`src/rtl/trf_map.vh`:
```
// register offsets, reset values and field positions of the result formatter
`ifndef TRF_MAP_VH
`define TRF_MAP_VH
// ==================================================
// register offsets
`define TRF_OFS_INT_TEMP      8'h00
`define TRF_OFS_EXT_TEMP      8'h01
`define TRF_OFS_STATUS        8'h02
`define TRF_OFS_CONFIG        8'h03
`define TRF_OFS_RATE          8'h04
`define TRF_OFS_INT_HI        8'h05
`define TRF_OFS_INT_LO        8'h06
`define TRF_OFS_EXT_HI        8'h07
`define TRF_OFS_EXT_LO        8'h08
`define TRF_OFS_CONFIG_ALIAS  8'h09
`define TRF_OFS_RATE_ALIAS    8'h0A
`define TRF_OFS_INT_HI_ALIAS  8'h0B
`define TRF_OFS_INT_LO_ALIAS  8'h0C
`define TRF_OFS_EXT_HI_ALIAS  8'h0D
`define TRF_OFS_EXT_LO_ALIAS  8'h0E
`define TRF_OFS_EXT_FRAC      8'h10
`define TRF_OFS_INT_FRAC      8'h29
// ==================================================
// reset values
`define TRF_RST_ZERO          8'h00
`define TRF_RST_RATE          8'h06
`define TRF_RST_HI_LIMIT      8'h55
// ==================================================
// fields
`define TRF_CFG_RANGE_BIT     2
`define TRF_ST_EXT_LOW_BIT    3
`define TRF_ST_EXT_HIGH_BIT   4
`define TRF_ST_INT_LOW_BIT    5
`define TRF_ST_INT_HIGH_BIT   6
`define TRF_ST_FAULT_BIT      2
`define TRF_CODE_MAX_DEFAULT  11'h3FF
`define TRF_CODE_MAX_EXT      11'h7FF
`define TRF_CODE_ZERO         11'h000
`define TRF_EXT_OFFSET        14'h0200
`define TRF_LOW_PAD           5'h00
`endif

```
`src/rtl/trf_result_regs.v`:
```
// result formatting, limit checks and register map of the temperature reader
`timescale 1ns/10ps
// Overview of operation
// - results kept as 11 bits, upper eight go to the high byte
// - lowest three result bits sit in low byte bits 7 to 5
// - low byte bits 4 to 0 always read zero
// - each stored result except a faulted external one is compared with its channel high and low limits
// - default range: unsigned eighth-degree count from zero up to 127.875
// - extended range: add 64 degree offset, zero degrees encodes as 200h
// - default range: below zero reports all-zero code
// - extended range: below minus 64 reports all-zero code
// - default range: above 127.875 saturates to 3FFh
// - extended range: above 191.875 saturates to 7FFh
// - external diode fault loads zero data and skips both the high and low limit checks
// - every register is read over the bus and all but results and status are written; the range bit and the rate also drive ext_range_out and rate_sel_out
// - unused status bits read zero; configuration and rate keep and read back all eight written bits
// - integer results at 00h and 01h, read only, reset zero
// - status at 02h clears its latched bits on read, resets zero
// - configuration shared by 03h and 09h, resets zero
// - conversion rate shared by 04h and 0Ah, resets to 06h
// - internal high limit at 05h and 0Bh, resets 55h
// - internal low limit at 06h and 0Ch, resets zero
// - external high limit integer at 07h and 0Dh, resets 55h
// - external low limit integer at 08h and 0Eh, resets zero
`include "trf_map.vh"

module trf_result_regs #(
  parameter TW = 14
) (
  input  wire          clk_in,
  input  wire          sys_rst_in,
  // conversion results: signed eighth-degree counts from the converter
  input  wire          int_valid_in,
  input  wire [TW-1:0] int_temp_in,
  input  wire          ext_valid_in,
  input  wire [TW-1:0] ext_temp_in,
  input  wire          ext_fault_in,
  // register access port from the serial slave
  input  wire          reg_wr_in,
  input  wire          reg_rd_in,
  input  wire [7:0]    reg_addr_in,
  input  wire [7:0]    reg_wdata_in,
  output reg  [7:0]    reg_rdata_out,
  output reg           reg_rvalid_out,
  output reg           ext_range_out,
  output reg  [7:0]    rate_sel_out
);

  // ==================================================
  // formatting
  // sign-extend, add the range offset, then clamp to the 11-bit code
  function [10:0] fmt_code;
    input [TW-1:0] t;
    input          ext;
    reg   [TW:0]   s;
    reg   [TW:0]   ofs;
    begin
      if (ext) begin
        ofs = {1'h0, `TRF_EXT_OFFSET};
      end else begin
        ofs = {(TW+1){1'h0}};
      end
      s = {t[TW-1], t} + ofs;
      if (s[TW]) begin
        fmt_code = `TRF_CODE_ZERO;
      end else if (!ext && (s[TW-1:0] > {3'h0, `TRF_CODE_MAX_DEFAULT})) begin
        fmt_code = `TRF_CODE_MAX_DEFAULT;
      end else if (ext && (s[TW-1:0] > {3'h0, `TRF_CODE_MAX_EXT})) begin
        fmt_code = `TRF_CODE_MAX_EXT;
      end else begin
        fmt_code = s[10:0];
      end
    end
  endfunction

  // limit byte in the same range encoding, compared on integer part
  function [10:0] lim_code;
    input [7:0] l;
    begin
      lim_code = {l, 3'h0};
    end
  endfunction

  // ==================================================
  // registers
  reg  [10:0] int_res_q;
  reg  [10:0] ext_res_q;

  reg  [7:0]  status_q;
  reg  [7:0]  config_q;
  reg  [7:0]  rate_q;

  reg  [7:0]  int_hi_q;
  reg  [7:0]  int_lo_q;
  reg  [7:0]  ext_hi_q;
  reg  [7:0]  ext_lo_q;

  reg  [7:0]  rdata_d;
  reg  [7:0]  st_set_d;

  // ==================================================
  // status bits that exist; the rest stay zero
  localparam [7:0] ST_USED = (8'h1 << `TRF_ST_INT_HIGH_BIT) |
                             (8'h1 << `TRF_ST_INT_LOW_BIT) |
                             (8'h1 << `TRF_ST_EXT_HIGH_BIT) |
                             (8'h1 << `TRF_ST_EXT_LOW_BIT) |
                             (8'h1 << `TRF_ST_FAULT_BIT);

  // ==================================================
  // formatted codes and range select
  wire        ext_mode;
  wire [10:0] int_code;
  wire [10:0] ext_code;
  wire [10:0] int_hi_code;
  wire [10:0] int_lo_code;
  wire [10:0] ext_hi_code;
  wire [10:0] ext_lo_code;
  wire        st_rd;

  assign ext_mode    = config_q[`TRF_CFG_RANGE_BIT];
  assign int_code    = fmt_code(int_temp_in, ext_mode);
  assign ext_code    = fmt_code(ext_temp_in, ext_mode);
  assign int_hi_code = lim_code(int_hi_q);
  assign int_lo_code = lim_code(int_lo_q);
  assign ext_hi_code = lim_code(ext_hi_q);
  assign ext_lo_code = lim_code(ext_lo_q);
  assign st_rd       = reg_rd_in && (reg_addr_in == `TRF_OFS_STATUS);

  // ==================================================
  // address decode, each mirror pair hits one flop
  wire        hit_config;
  wire        hit_rate;
  wire        hit_int_hi;
  wire        hit_int_lo;
  wire        hit_ext_hi;
  wire        hit_ext_lo;

  assign hit_config = (reg_addr_in == `TRF_OFS_CONFIG) ||
                      (reg_addr_in == `TRF_OFS_CONFIG_ALIAS);

  assign hit_rate   = (reg_addr_in == `TRF_OFS_RATE) ||
                      (reg_addr_in == `TRF_OFS_RATE_ALIAS);

  assign hit_int_hi = (reg_addr_in == `TRF_OFS_INT_HI) ||
                      (reg_addr_in == `TRF_OFS_INT_HI_ALIAS);

  assign hit_int_lo = (reg_addr_in == `TRF_OFS_INT_LO) ||
                      (reg_addr_in == `TRF_OFS_INT_LO_ALIAS);

  assign hit_ext_hi = (reg_addr_in == `TRF_OFS_EXT_HI) ||
                      (reg_addr_in == `TRF_OFS_EXT_HI_ALIAS);

  assign hit_ext_lo = (reg_addr_in == `TRF_OFS_EXT_LO) ||
                      (reg_addr_in == `TRF_OFS_EXT_LO_ALIAS);

  // ==================================================
  // limit checks on fresh results
  wire        int_over;
  wire        int_under;
  wire        ext_over;
  wire        ext_under;

  // high flag on reaching the limit, low flag strictly below it
  assign int_over  = (int_code >= int_hi_code);
  assign int_under = (int_code < int_lo_code);
  assign ext_over  = (ext_code >= ext_hi_code);
  assign ext_under = (ext_code < ext_lo_code);

  always @* begin
    st_set_d = `TRF_RST_ZERO;
    if (int_valid_in) begin
      st_set_d[`TRF_ST_INT_HIGH_BIT] = int_over;
      st_set_d[`TRF_ST_INT_LOW_BIT]  = int_under;
    end

    if (ext_valid_in) begin
      if (ext_fault_in) begin
        // a faulty diode gives no meaningful code, so no limit flags
        st_set_d[`TRF_ST_FAULT_BIT] = 1'h1;
      end else begin
        st_set_d[`TRF_ST_EXT_HIGH_BIT] = ext_over;
        st_set_d[`TRF_ST_EXT_LOW_BIT]  = ext_under;
      end
    end
  end

  // ==================================================
  // result storage
  always @(posedge clk_in) begin
    if (sys_rst_in) begin
      int_res_q <= `TRF_CODE_ZERO;
    end else if (int_valid_in) begin
      int_res_q <= int_code;
    end
  end

  always @(posedge clk_in) begin
    if (sys_rst_in) begin
      ext_res_q <= `TRF_CODE_ZERO;
    end else if (ext_valid_in) begin
      if (ext_fault_in) begin
        ext_res_q <= `TRF_CODE_ZERO;
      end else begin
        ext_res_q <= ext_code;
      end
    end
  end

  // ==================================================
  // status, a new event wins over the read that clears it
  always @(posedge clk_in) begin
    if (sys_rst_in) begin
      status_q <= `TRF_RST_ZERO;
    end else if (st_rd) begin
      status_q <= st_set_d;
    end else begin
      status_q <= status_q | st_set_d;
    end
  end

  // ==================================================
  // writable registers, mirrors share one flop
  // writes to result, status and unmapped offsets land nowhere
  always @(posedge clk_in) begin
    if (sys_rst_in) begin
      config_q <= `TRF_RST_ZERO;
    end else if (reg_wr_in) begin
      if (hit_config) begin
        config_q <= reg_wdata_in;
      end
    end
  end

  always @(posedge clk_in) begin
    if (sys_rst_in) begin
      rate_q <= `TRF_RST_RATE;
    end else if (reg_wr_in) begin
      if (hit_rate) begin
        rate_q <= reg_wdata_in;
      end
    end
  end

  always @(posedge clk_in) begin
    if (sys_rst_in) begin
      int_hi_q <= `TRF_RST_HI_LIMIT;
    end else if (reg_wr_in) begin
      if (hit_int_hi) begin
        int_hi_q <= reg_wdata_in;
      end
    end
  end

  always @(posedge clk_in) begin
    if (sys_rst_in) begin
      int_lo_q <= `TRF_RST_ZERO;
    end else if (reg_wr_in) begin
      if (hit_int_lo) begin
        int_lo_q <= reg_wdata_in;
      end
    end
  end

  always @(posedge clk_in) begin
    if (sys_rst_in) begin
      ext_hi_q <= `TRF_RST_HI_LIMIT;
    end else if (reg_wr_in) begin
      if (hit_ext_hi) begin
        ext_hi_q <= reg_wdata_in;
      end
    end
  end

  always @(posedge clk_in) begin
    if (sys_rst_in) begin
      ext_lo_q <= `TRF_RST_ZERO;
    end else if (reg_wr_in) begin
      if (hit_ext_lo) begin
        ext_lo_q <= reg_wdata_in;
      end
    end
  end

  // ==================================================
  // read mux
  // low bytes read live, there is no shadow copy
  always @* begin
    case (reg_addr_in)
      `TRF_OFS_INT_TEMP: begin
        rdata_d = int_res_q[10:3];
      end

      `TRF_OFS_EXT_TEMP: begin
        rdata_d = ext_res_q[10:3];
      end

      `TRF_OFS_INT_FRAC: begin
        rdata_d = {int_res_q[2:0], `TRF_LOW_PAD};
      end

      `TRF_OFS_EXT_FRAC: begin
        rdata_d = {ext_res_q[2:0], `TRF_LOW_PAD};
      end

      `TRF_OFS_STATUS: begin
        rdata_d = status_q & ST_USED;
      end

      `TRF_OFS_CONFIG, `TRF_OFS_CONFIG_ALIAS: begin
        rdata_d = config_q;
      end

      `TRF_OFS_RATE, `TRF_OFS_RATE_ALIAS: begin
        rdata_d = rate_q;
      end

      `TRF_OFS_INT_HI, `TRF_OFS_INT_HI_ALIAS: begin
        rdata_d = int_hi_q;
      end

      `TRF_OFS_INT_LO, `TRF_OFS_INT_LO_ALIAS: begin
        rdata_d = int_lo_q;
      end

      `TRF_OFS_EXT_HI, `TRF_OFS_EXT_HI_ALIAS: begin
        rdata_d = ext_hi_q;
      end

      `TRF_OFS_EXT_LO, `TRF_OFS_EXT_LO_ALIAS: begin
        rdata_d = ext_lo_q;
      end

      default: begin
        rdata_d = `TRF_RST_ZERO;
      end
    endcase
  end

  // ==================================================
  // registered outputs
  always @(posedge clk_in) begin
    if (sys_rst_in) begin
      reg_rdata_out <= `TRF_RST_ZERO;
    end else if (reg_rd_in) begin
      reg_rdata_out <= rdata_d;
    end else begin
      reg_rdata_out <= `TRF_RST_ZERO;
    end
  end

  always @(posedge clk_in) begin
    if (sys_rst_in) begin
      reg_rvalid_out <= 1'h0;
    end else begin
      reg_rvalid_out <= reg_rd_in;
    end
  end

  // range and rate leave as flop copies for the converter
  always @(posedge clk_in) begin
    if (sys_rst_in) begin
      ext_range_out <= 1'h0;
    end else begin
      ext_range_out <= ext_mode;
    end
  end

  always @(posedge clk_in) begin
    if (sys_rst_in) begin
      rate_sel_out <= `TRF_RST_RATE;
    end else begin
      rate_sel_out <= rate_q;
    end
  end

endmodule // trf_result_regs

```
`config.mk`:
```
export PLATFORM = sky130hd
export DESIGN_NAME = trf_result_regs
export DESIGN_NICKNAME = d
export VERILOG_FILES = /design/src/rtl/trf_result_regs.v
export VERILOG_INCLUDE_DIRS = /design/src /design/src/rtl
export SDC_FILE = /design/constraint.sdc
export NUM_CORES = 1
export LEC_CHECK = 0
export ABC_AREA = 1
export BUFFER_PORTS_ARGS = -buffer_cell sky130_fd_sc_hd__buf_2
export CORE_ASPECT_RATIO = 2
export CORE_MARGIN = 8
export CORE_UTILIZATION = 52
export DETAILED_ROUTE_END_ITERATION = 7
export PLACE_DENSITY = 0.76
export SYNTH_ARGS = -nofsm -noshare
export SYNTH_HDL_FRONTEND = slang
export SYNTH_SLANG_ARGS = --single-unit
export TNS_END_PERCENT = 10
```
`constraint.sdc`:
```
create_clock -name clk_in -period 2.6 [get_ports clk_in]
set_input_delay 0.26 -clock clk_in [delete_from_list [all_inputs] [get_ports clk_in]]
set_output_delay 0.26 -clock clk_in [all_outputs]
set_load 0.02 [all_outputs]
```
==> impl_results.md, run 1 <==
* Gate count after technology mapping at 700
* Synth Flop Type: dfxtp_1
* Clock share of power at 40.4%
* CTS tree: yes
* Most common cell after layout, fill and taps aside: nand2_1
* RSZ-0062 raised after global routing: yes
* H-tree Lvls at 3
* DR vias/cell at roughly 5.7
* Routed WL at 15570 um
* Post-route ant nets at 0
* Core Footprint at between 9000 and 10000 sq um
* GR Overflow Total at 0
* Top cell type's share of synthesized area at between 30 and 40%
* Root buffer cell: clkbuf_16
* Worst path slowest cell: dfxtp_4
* Worst Path Required at 2.88 ns
* Vias in the first global route at between 5000 and 6000
* Most frequent CP cell: nand2_1
* Comb power frac at between 10% and 20%
* Final core utilization at 65.39%
* Critical path endpoint category: register
* Status: complete, but fails checks
* Yosys cell types at 37
* Cell count along the critical path at 21
* Cell taking the most area after synthesis: dfxtp_1
* Commonest cells after routing, fill and taps aside: 137 x nand2_1, 107 x inv_1, 92 x dfxtp_1
* Initial antenna violation count at 0
* Post-route DRC violation count at 0
* Setup crit start kind: register
* Place WS at -0.1748 ns
* Final period util at 106.4%
* Post-synthesis cell area at 5025 sq um
* Post-synthesis sequential area ratio at 37.05%
* P_int at 2.267 mW
* Vias at 5153
* Die height at 155.0 um
* Failing checks: negative setup slack
* CP Class: reg -> reg
* Post-synthesis register bit count at 93
* First-pass GRT wire length at 24180 um
* Largest stage delay on the critical path at 0.36 ns
* Largest net degree at the start of global routing at 61
* CTS Buffer Depth at 2
* Peak VDD IR at ~320 uV
* Clock sinks at 93
* # rows at 51
* Register clock-pin slew on the reported worst setup and hold paths at 0.07 ns
* GPL Wtd Cong at ~0.95
* Clock Skew at 0.004714 ns
* Final hold vios at 0
* I/O pin total at 69
* MaxCap Viol Count at 0
* Ant diodes at 0
* DIE WIDTH at 85.51 um
* Tmin final at 2.766 ns
* Net Sw Frac at 27.36%
* Post-CTS Hold Fix Bufs at 0
* Slew @ Worst Pin at around 0.83 ns
* Hold depth at 3
* Worst Path Max Fanout at 7
* Worst hold path type: in -> reg
* Total track usage at 23.19%
* FFs w/ async S/R, synth at 0%
* Layout cells sized above 1 at 23.85%
* Pre-Repair DR Iteration Count at 5
* Final #Nets at 882
* Sequential share of power at 47.0%
* DRT iter0 DRCs at between 300 and 400
* Crit path max-delay family: simple AND/OR/NAND/NOR gates
* P_sw at 0.8536 mW
* Worst-Skew Late Latency at 0.35 ns
* Die Area at 13260 sq um
* Post-synth EDFFs at 0
* DP HPWL at about 11000 um
* Starting Density at 52.50%
* Slew headroom at between 40% and 50%
* Mean post-synth cell area at 7.178 sq um
* Setup slack after layout at -0.1655 ns
* CP arrival at a little over 3 ns
* Wirelength per Cell at 17.17 um
* CP Cell Sequence: buf_6 -> ha_4 -> ha_4 -> nand2_2 -> nand2_2 -> nor2_4 -> and2_4 -> nor2_4 -> nor2_1 -> nand2_1 -> nand2_1 -> inv_2 -> ha_4 -> nand2_4 -> o21ai_2 -> nand3_2 -> a21oi_2 -> a211oi_2 -> nand2_1 -> nand2_1 -> a21oi_2
* PortBufs at 68
* Area delta synth->final at 24.55%
* Bufs and invs on worst path at 2
* Power Density at ~500 nW/um^2
* Synth warn at 0
* CTS buffer count at 9
* Max Freq at 0.3616 GHz
* Final Setup Violations at 3
* Slew Limit Fails at 0
* Leakage at 2.905 nW
* Synth top area cells: dfxtp_1 37%, nand2_1 11%, ha_1 8.7%, a21oi_1 8.5%, inv_1 8.3%
* Syn nets at 786
* Reg2reg path depth at 21
## cells by family (layout without fill, tap and decap cells)
kind of cell,Yosys count,in the layout,share of synthesized area (%)
simple gates,244,244,21.86
flops,93,93,37.05
compound gates,190,190,21.59
buf+inv,138,239,10.78
fa+ha+maj,35,35,8.715
## worst reg2reg max path, delay by kind of cell, from the launching register on
kind	cells	cell delay, ns
compound gates	4	0.52
fa+ha+maj	3	0.60
buf+inv	2	0.18
flops	1	0.36
simple gates	12	1.02
## final timing paths
kind	from	endpoint	slack, ns
max reg2reg	config_q[2]	status_q[4]	-0.17
min reg2reg	rate_q[1]	rate_sel_out[1]	0.45
min	ext_valid_in	status_q[2]	0.16
max	config_q[2]	status_q[4]	-0.17
## power by group through the flow
stage / Combinational, mW / Clock [mW] / Sequential [mW]
final: 0.391 / 1.26 / 1.47
after CTS: 0.349 / 1.27 / 1.47
after detailed placement: 0.323 / 0 / 1.50
after floorplan: 0.191 / 0 / 1.50
after global routing: 0.429 / 1.33 / 1.47
after global placement: 0.315 / 0 / 1.50
## timing repair
item | CTS | global route
cloned | 0 | 0
setup buffers | 11 | 1
pin swaps | 23 | 27
setup endpoints to repair | 4 | 4
gates resized for setup | 27 | 35
## synthesized netlist by cell type, types with 3 or more instances
library cell  instances
o2111ai_1             5
inv_1               111
buf_6                 3
nand2_2               5
o21ai_0              54
a221oi_1              6
nor2_4                4
nor2_1               37
nand4_1               6
inv_2                 7
ha_1                 35
a21oi_1              85
clkbuf_1             15
nand2_4               4
o211ai_1              8
nand3_1              23
nand3b_1              9
a22oi_1               3
nand2_1             148
dfxtp_1              93
a41oi_1               4
a211oi_1              5
o22ai_1              13
## per-stage QoR
stage               cell area [sq um]  hold WS, ns  power (mW)  cells  setup TNS (ns)
global placement                 5594       0.4341       1.815    880         -0.2904
detailed placement               5594       0.4406       1.824    880         -0.5621
global route                     6259       0.1874       3.229    907         -0.8540
CTS                              6085       0.1601       3.086    906        -0.04576
floorplan                        5025       0.3863       1.686    700               0
finish                           6259       0.1586       3.120    907         -0.2177
## registers in the layout, indices dropped and copies added, names as in the netlist
register and cells:
config_q 8, ext_hi_q 8, ext_lo_q 8, ext_range_out 1, ext_res_q 11, int_hi_q 8, int_lo_q 8, int_res_q 11
rate_q 8, rate_sel_out 8, reg_rdata_out 8, reg_rvalid_out 1, status_q 5
## per-layer routing
layer | part of all wire (%) | vias to the layer above | track usage [%]
met3 | 6.3 | 47 | 4.913
met2 | 50 | 217 | 39.81
met5 | 0 | - | 0
li1 | - | 2521 | -
met1 | 38 | 2368 | 25.22
met4 | 5.1 | 0 | 14.14
## cell type report
type,count,area (sq um)
inverters,118,442.9
flip-flops and latches,93,1866
fillers,817,3313
repair buffers,105,621.8
multi-input cells,469,2914
clock buffers,9,225.2
well taps,106,132.6
clock inverters,7,56.30
No activity file was read; power rests on OpenSTA's default activity.
==> run 2, diff against run 1 <==
Settings changed: MAX_ROUTING_LAYER from default to met4.
==> impl_results.md, run 2 (synthesis gave the netlist of run 1 again) <==
* H-tree Lvls at 3 (unchanged)
* Status: complete, but fails checks
* Area delta synth->final at 22.61%
* Leakage at 2.861 nW (-1.5%)
* Critical path endpoint category: register
* Total track usage at 24.48% (+1.3 points)
* Clock Skew at 0.005287 ns (+0.0005723 ns)
* Most frequent CP cell: nand2_1
* Fill count at 884 (+8.2%)
* Setup slack after layout at -0.1339 ns (+0.03165 ns)
* DRT iter0 DRCs at 432 (+11%)
* Bufs and invs on worst path at 2 (unchanged)
* Die height at 155.0 um (unchanged)
* Crit path max-delay family: simple AND/OR/NAND/NOR gates
* Post-CTS Hold Fix Bufs at 0 (unchanged)
* Clock sinks at 93 (unchanged)
* Slew headroom at 41.60% (-3.0 points)
* Setup crit start kind: register
* GPL Wtd Cong at 0.9770 (+3.1%)
* Worst r2r dst: status_q[4]
* Reg2reg start: config_q[2]
* Ant diodes at 0 (unchanged)
* DP HPWL at 11540 um (+1.5%)
* I/O pin total at 69 (unchanged)
* Setup crit end: status_q[4]
* Routed WL at 15600 um (+0.15%)
* DR vias/cell at 5.681 (about the same)
* Vias in the first global route at 4933 (-1.6%)
* Post-route DRC violation count at 0 (unchanged)
* Peak VDD IR at 352.4 uV (+9.8%)
* Worst Path Required at 2.88 ns (about the same)
* GR Overflow Total at 0 (unchanged)
* Root buffer cell: clkbuf_16
* CTS Buffer Depth at 2 (unchanged)
* Most common cell after layout, fill and taps aside: nand2_1
* PortBufs at 68 (unchanged)
* Worst hold path type: in -> reg
* Reg2Reg Setup Slack at -0.13 ns (+0.03 ns)
* CP Class: reg -> reg
* Tmin final at 2.734 ns (-0.03165 ns)
* CP Cell Sequence: buf_6 -> ha_4 -> ha_4 -> nand3_2 -> nand2_1 -> nor2_2 -> and2_4 -> nor2_4 -> nor2_1 -> nand2_1 -> nand2_1 -> inv_2 -> ha_4 -> nand2_4 -> o21ai_2 -> nand3_2 -> a21oi_2 -> a211oi_2 -> nand2_1 -> nand2_1 -> a21oi_2
* Final period util at 105.1% (-1.2 points)
* Final Setup Violations at 3 (unchanged)
* Register clock-pin slew on the reported worst setup and hold paths at 0.07 ns (about the same)
* Slew @ Worst Pin at 0.8727 ns (+0.04416 ns)
* Worst Path Max Fanout at 7 (unchanged)
* Largest net degree at the start of global routing at 45 (-26%)
* DIE WIDTH at 85.51 um (unchanged)
* Cell area after layout at 6161 sq um (-1.6%)
* Cell count along the critical path at 21 (unchanged)
* Final hold vios at 0 (unchanged)
* RSZ-0062 raised after global routing: yes
* Worst setup path start: config_q[2]
* Reg2reg path depth at 21 (unchanged)
* MaxCap Viol Count at 0 (unchanged)
* Commonest cells after routing, fill and taps aside: 139 x nand2_1, 105 x inv_1, 92 x dfxtp_1
* Regs by FF count: ext_res_q (11), int_res_q (11)
* DP Area at 5614 sq um (+0.36%)
* Vias at 5113 (-0.78%)
* Largest stage delay on the critical path at 0.36 ns (about the same)
* Post-route ant nets at 0 (unchanged)
* CTS buffer count at 9 (unchanged)
* Max Freq at 0.3658 GHz (+1.2%)
* Failing checks: negative setup slack
* Core Footprint at 9572 sq um (unchanged)
* First-pass GRT wire length at 24660 um (+2.0%)
* Worst-Skew Late Latency at 0.35 ns (about the same)
* Slew Limit Fails at 0 (unchanged)
* Starting Density at 52.50% (unchanged)
* Pre-Repair DR Iteration Count at 5 (unchanged)
* Layout cells sized above 1 at 22.80% (-1.0 points)
* CP arrival at 3.01 ns (-0.04 ns)
* Power Density at 508.3 nW/um^2 (+2.0%)
* Initial antenna violation count at 0 (unchanged)
* Wirelength per Cell at 17.33 um (+0.93%)
* Worst path slowest cell: dfxtp_4
* CTS tree: yes
* Total power at 3.132 mW (+0.37%)
* # rows at 51 (unchanged)
* Final #Nets at 875 (-0.79%)
* Setup TNS at -0.1683 ns (+0.04936 ns)
* Die Area at 13260 sq um (unchanged)
run 2: routing by layer:
layer | wire [um] | vias up | share of wire [%] | track usage (%)
met5 | 0 | - | 0 | -
met4 | 691 | 0 | 4.4 | 10.27
met3 | 985 | 53 | 6.3 | 4.385
met2 | 7790 | 226 | 50 | 41.48
met1 | 6129 | 2328 | 39 | 27.44
li1 | - | 2506 | - | -
run 2: layout make-up:
| cell class | count | area (sq um) | area share (%) |
|---|---|---|---|
| Inverter | 118 | 442.9 | 7.189 |
| Tap cell | 106 | 132.6 | 2.153 |
| Timing Repair Buffer | 98 | 581.8 | 9.444 |
| Sequential cell | 93 | 1866 | 30.28 |
| Multi-Input combinational cell | 469 | 2849 | 46.24 |
| Clock buffer | 9 | 225.2 | 3.656 |
| Clock inverter | 7 | 63.81 | 1.036 |
run 2: per-stage QoR:
stage | setup WS [ns] | utilization, % | hold WS, ns | std cells
after floorplan | 0.09013 | - | 0.3863 | 700
after global placement | -0.1437 | 58.65 | 0.4313 | 881
after detailed placement | -0.1944 | 58.65 | 0.4356 | 881
after CTS | -0.02460 | 63.39 | 0.1551 | 900
after global routing | -0.3604 | 64.37 | 0.1737 | 900
final | -0.1339 | 64.37 | 0.1584 | 900
run 2: worst min path at each step:
stage,from,endpoint,slack (ns),cells after the start
after global routing,ext_valid_in,status_q[2],0.17,3
after floorplan,reg_wdata_in[0],ext_hi_q[0],0.39,2
final,ext_valid_in,status_q[2],0.16,3
after global placement,config_q[0],config_q[0],0.43,2
after detailed placement,config_q[6],config_q[6],0.44,2
after CTS,ext_valid_in,status_q[2],0.16,3
run 2: worst reg2reg max path: cells and delay by family (launching register included):
kind | cells | cell delay [ns]
and+or+nand+nor | 12 | 1.06
adders and majority gates | 3 | 0.58
AOI/OAI and AO/OA | 4 | 0.49
DFF | 1 | 0.36
buffers and inverters | 2 | 0.17
run 2: timing repair:
item | 4_1_cts | 5_1_grt
setup endpoints to repair | 4 | 4
pin swaps | 16 | 23
gates resized for setup | 27 | 27
setup buffers | 3 | 0
run 2: power by group:
| part | total, mW | switching (mW) | leakage [nW] | internal, mW |
|---|---|---|---|---|
| Combinational | 0.377 | 0.232 | 1.97 | 0.146 |
| Sequential | 1.47 | 0.0171 | 0.755 | 1.45 |
| Clock | 1.29 | 0.615 | 0.137 | 0.672 |
| Total | 3.13 | 0.863 | 2.86 | 2.27 |
==> run 3, diff against run 2 <==
Settings changed: SETUP_SLACK_MARGIN from default to 0.2, SKIP_CTS_REPAIR_TIMING from default to 1.
Clock period 2.6 ns to 2.4 ns, I/O delays scaled along.
==> impl_results.md, run 3 (synthesis gave the netlist of run 1 again) <==
* Status: complete, but fails checks
* Failing checks: negative setup slack
* Placed Cells at 882 (+0.11%)
* Slew Limit Fails at 0 (unchanged)
* Total power at 3.485 mW (+11%)
* Met3 Wirelength at 929 um (-5.7%)
* GPL Wtd Cong at 0.9761 (about the same)
* Peak VDD IR at 445.4 uV (+26%)
* Sequential share of power at 45.7% (-1.2 points)
* Initial antenna violation count at 0 (unchanged)
* Commonest cells after routing, fill and taps aside: 136 x nand2_1, 103 x inv_1, 92 x dfxtp_1
* Power Density at 552.5 nW/um^2 (+8.7%)
* Clock share of power at 42.3% (+1.2 points)
* P_int at 2.581 mW (+14%)
* Reg2reg path depth at 19 (-9.5%)
* Fin cells at 904 (+0.44%)
* Worst Path Required at 2.69 ns (-0.19 ns)
* Layout cells sized above 1 at 24.94% (+2.1 points)
* Vias in the first global route at 5088 (+3.1%)
* Total track usage at 24.31% (-0.17 points)
* CTS buffer count at 9 (unchanged)
* I/O pin total at 69 (unchanged)
* Slew @ Worst Pin at 0.7950 ns (-0.07769 ns)
* Setup slack after layout at -0.2713 ns (-0.1374 ns)
* WL met1 at 6039 um (-1.5%)
* Hold Worst Slack at 0.1372 ns (-0.02123 ns)
* CTS tree: yes
* Die Area at 13260 sq um (unchanged)
* Ant diodes at 0 (unchanged)
* Final period util at 111.3% (+6.2 points)
* DIE WIDTH at 85.51 um (unchanged)
* Worst hold path type: in -> reg
* PortBufs at 68 (unchanged)
* Most common cell after layout, fill and taps aside: nand2_1
* CP arrival at 2.96 ns (-0.05 ns)
* Final #Nets at 879 (+0.46%)
* CTS Buffer Depth at 2 (unchanged)
* Clock sinks at 93 (unchanged)
* Hold depth at 3 (unchanged)
* Met2 Wirelength at 7674 um (-1.5%)
* GR Overflow Total at 0 (unchanged)
* H-tree Lvls at 3 (unchanged)
* Pre-Repair DR Iteration Count at 5 (unchanged)
* Tmin final at 2.671 ns (-0.06261 ns)
* RSZ-0062 raised after global routing: yes
* Place WS at -0.4128 ns (-0.2184 ns)
* CP Class: reg -> reg
* Cell area after layout at 6307 sq um (+2.4%)
* MaxCap Viol Count at 0 (unchanged)
* Leakage at 2.884 nW (+0.83%)
* Worst-Skew Late Latency at 0.35 ns (about the same)
* Clock Skew at 0.008576 ns (+0.003290 ns)
* Core Footprint at 9572 sq um (unchanged)
* Max Used Layer: met4
* Fill count at 863 (-2.4%)
* First-pass GRT wire length at 24630 um (-0.11%)
* Worst path slowest cell: dfxtp_4
* Slew headroom at 46.80% (+5.2 points)
* Post-route ant nets at 0 (unchanged)
* DRT iter0 DRCs at 455 (+5.3%)
* DP HPWL at 11710 um (+1.5%)
* Setup TNS at -0.6830 ns (-0.5147 ns)
* Largest net degree at the start of global routing at 61 (+36%)
* Final Setup Violations at 4 (+1)
* Regs by FF count: ext_res_q (11), int_res_q (11)
* Final core utilization at 65.90% (+1.5 points)
* Vias at 5153 (+0.78%)
* Final hold vios at 0 (unchanged)
* DR vias/cell at 5.700 (+0.34%)
* Wirelength per Cell at 17.23 um (-0.58%)
* Most frequent CP cell: nand2_1
* CP Cell Sequence: buf_6 -> ha_4 -> ha_4 -> nand2_2 -> nand2_2 -> nor2_2 -> and2_4 -> nor2_4 -> nor2_1 -> nand2_1 -> nand2_1 -> inv_2 -> ha_4 -> nand2_2 -> nor4_2 -> nand4_1 -> nand2_1 -> nand2_1 -> a21oi_2
* Area delta synth->final at 25.52%
* Max Freq at 0.3744 GHz (+2.3%)
* Net Sw Frac at 25.93% (-1.6 points)
* Comb power frac at 12.0% (about the same)
* Register clock-pin slew on the reported worst setup and hold paths at 0.07 ns (about the same)
* Largest stage delay on the critical path at 0.36 ns (about the same)
* # rows at 51 (unchanged)
* Root buffer cell: clkbuf_16
* Post-route DRC violation count at 0 (unchanged)
* P_sw at 0.9038 mW (+4.7%)
* Setup crit start kind: register
* DP Area at 5685 sq um (+1.3%)
* Worst Path Max Fanout at 7 (unchanged)
* Critical path endpoint category: register
* Starting Density at 52.50% (unchanged)
* Routed WL at 15580 um (-0.14%)
* Die height at 155.0 um (unchanged)
## run 3: cell count changes in the layout (fill, tap and decap cells not counted), moves of 2 or more
cell | before | now
buf_4 | 28 | 33
ha_1 | 25 | 19
ha_4 | 8 | 14
inv_1 | 105 | 103
inv_2 | 13 | 15
inv_8 | 2 | 0
nand2_1 | 139 | 136
nand2_2 | 11 | 14
## run 3: final timing paths
path	to	from	slack, ns
hold reg to reg	config_q[7]	config_q[7]	0.45
setup / recovery	status_q[4]	config_q[2]	-0.27
setup reg to reg	status_q[4]	config_q[2]	-0.27
hold / removal	status_q[2]	ext_valid_in	0.14
## run 3: critical path, delay by kind of cell (launching register included)
family,cells,cell delay [ns]
AOI/OAI and AO/OA,1,0.15
adders and majority gates,3,0.57
DFF,1,0.36
buffers and inverters,2,0.18
and+or+nand+nor,13,1.36
## run 3: layer usage
metal  global-route usage (%)  vias up
li1                         -     2519
met1                    26.21     2347
met2                    39.84      225
met3                    4.649       62
met4                    15.49        0
met5                        -        -
## run 3: layout make-up
type / instances / area (sq um) / area share [%]
Timing Repair Buffer: 102 / 599.3 / 9.502
Sequential cell: 93 / 1866 / 29.58
Clock buffer: 10 / 239.0 / 3.789
Inverter: 118 / 442.9 / 7.022
Clock inverter: 6 / 68.82 / 1.091
Tap cell: 106 / 132.6 / 2.103
Multi-Input combinational cell: 469 / 2959 / 46.92
## run 3: power by group through the flow
| stage | Combinational, mW | Clock, mW | Sequential (mW) |
|---|---|---|---|
| 6_report | 0.420 | 1.47 | 1.59 |
| 5_1_grt | 0.464 | 1.56 | 1.59 |
| 4_1_cts | 0.367 | 1.48 | 1.59 |
| 3_5_place_dp | 0.365 | 0 | 1.63 |
| 3_3_place_gp | 0.354 | 0 | 1.63 |
| 2_1_floorplan | 0.213 | 0 | 1.62 |
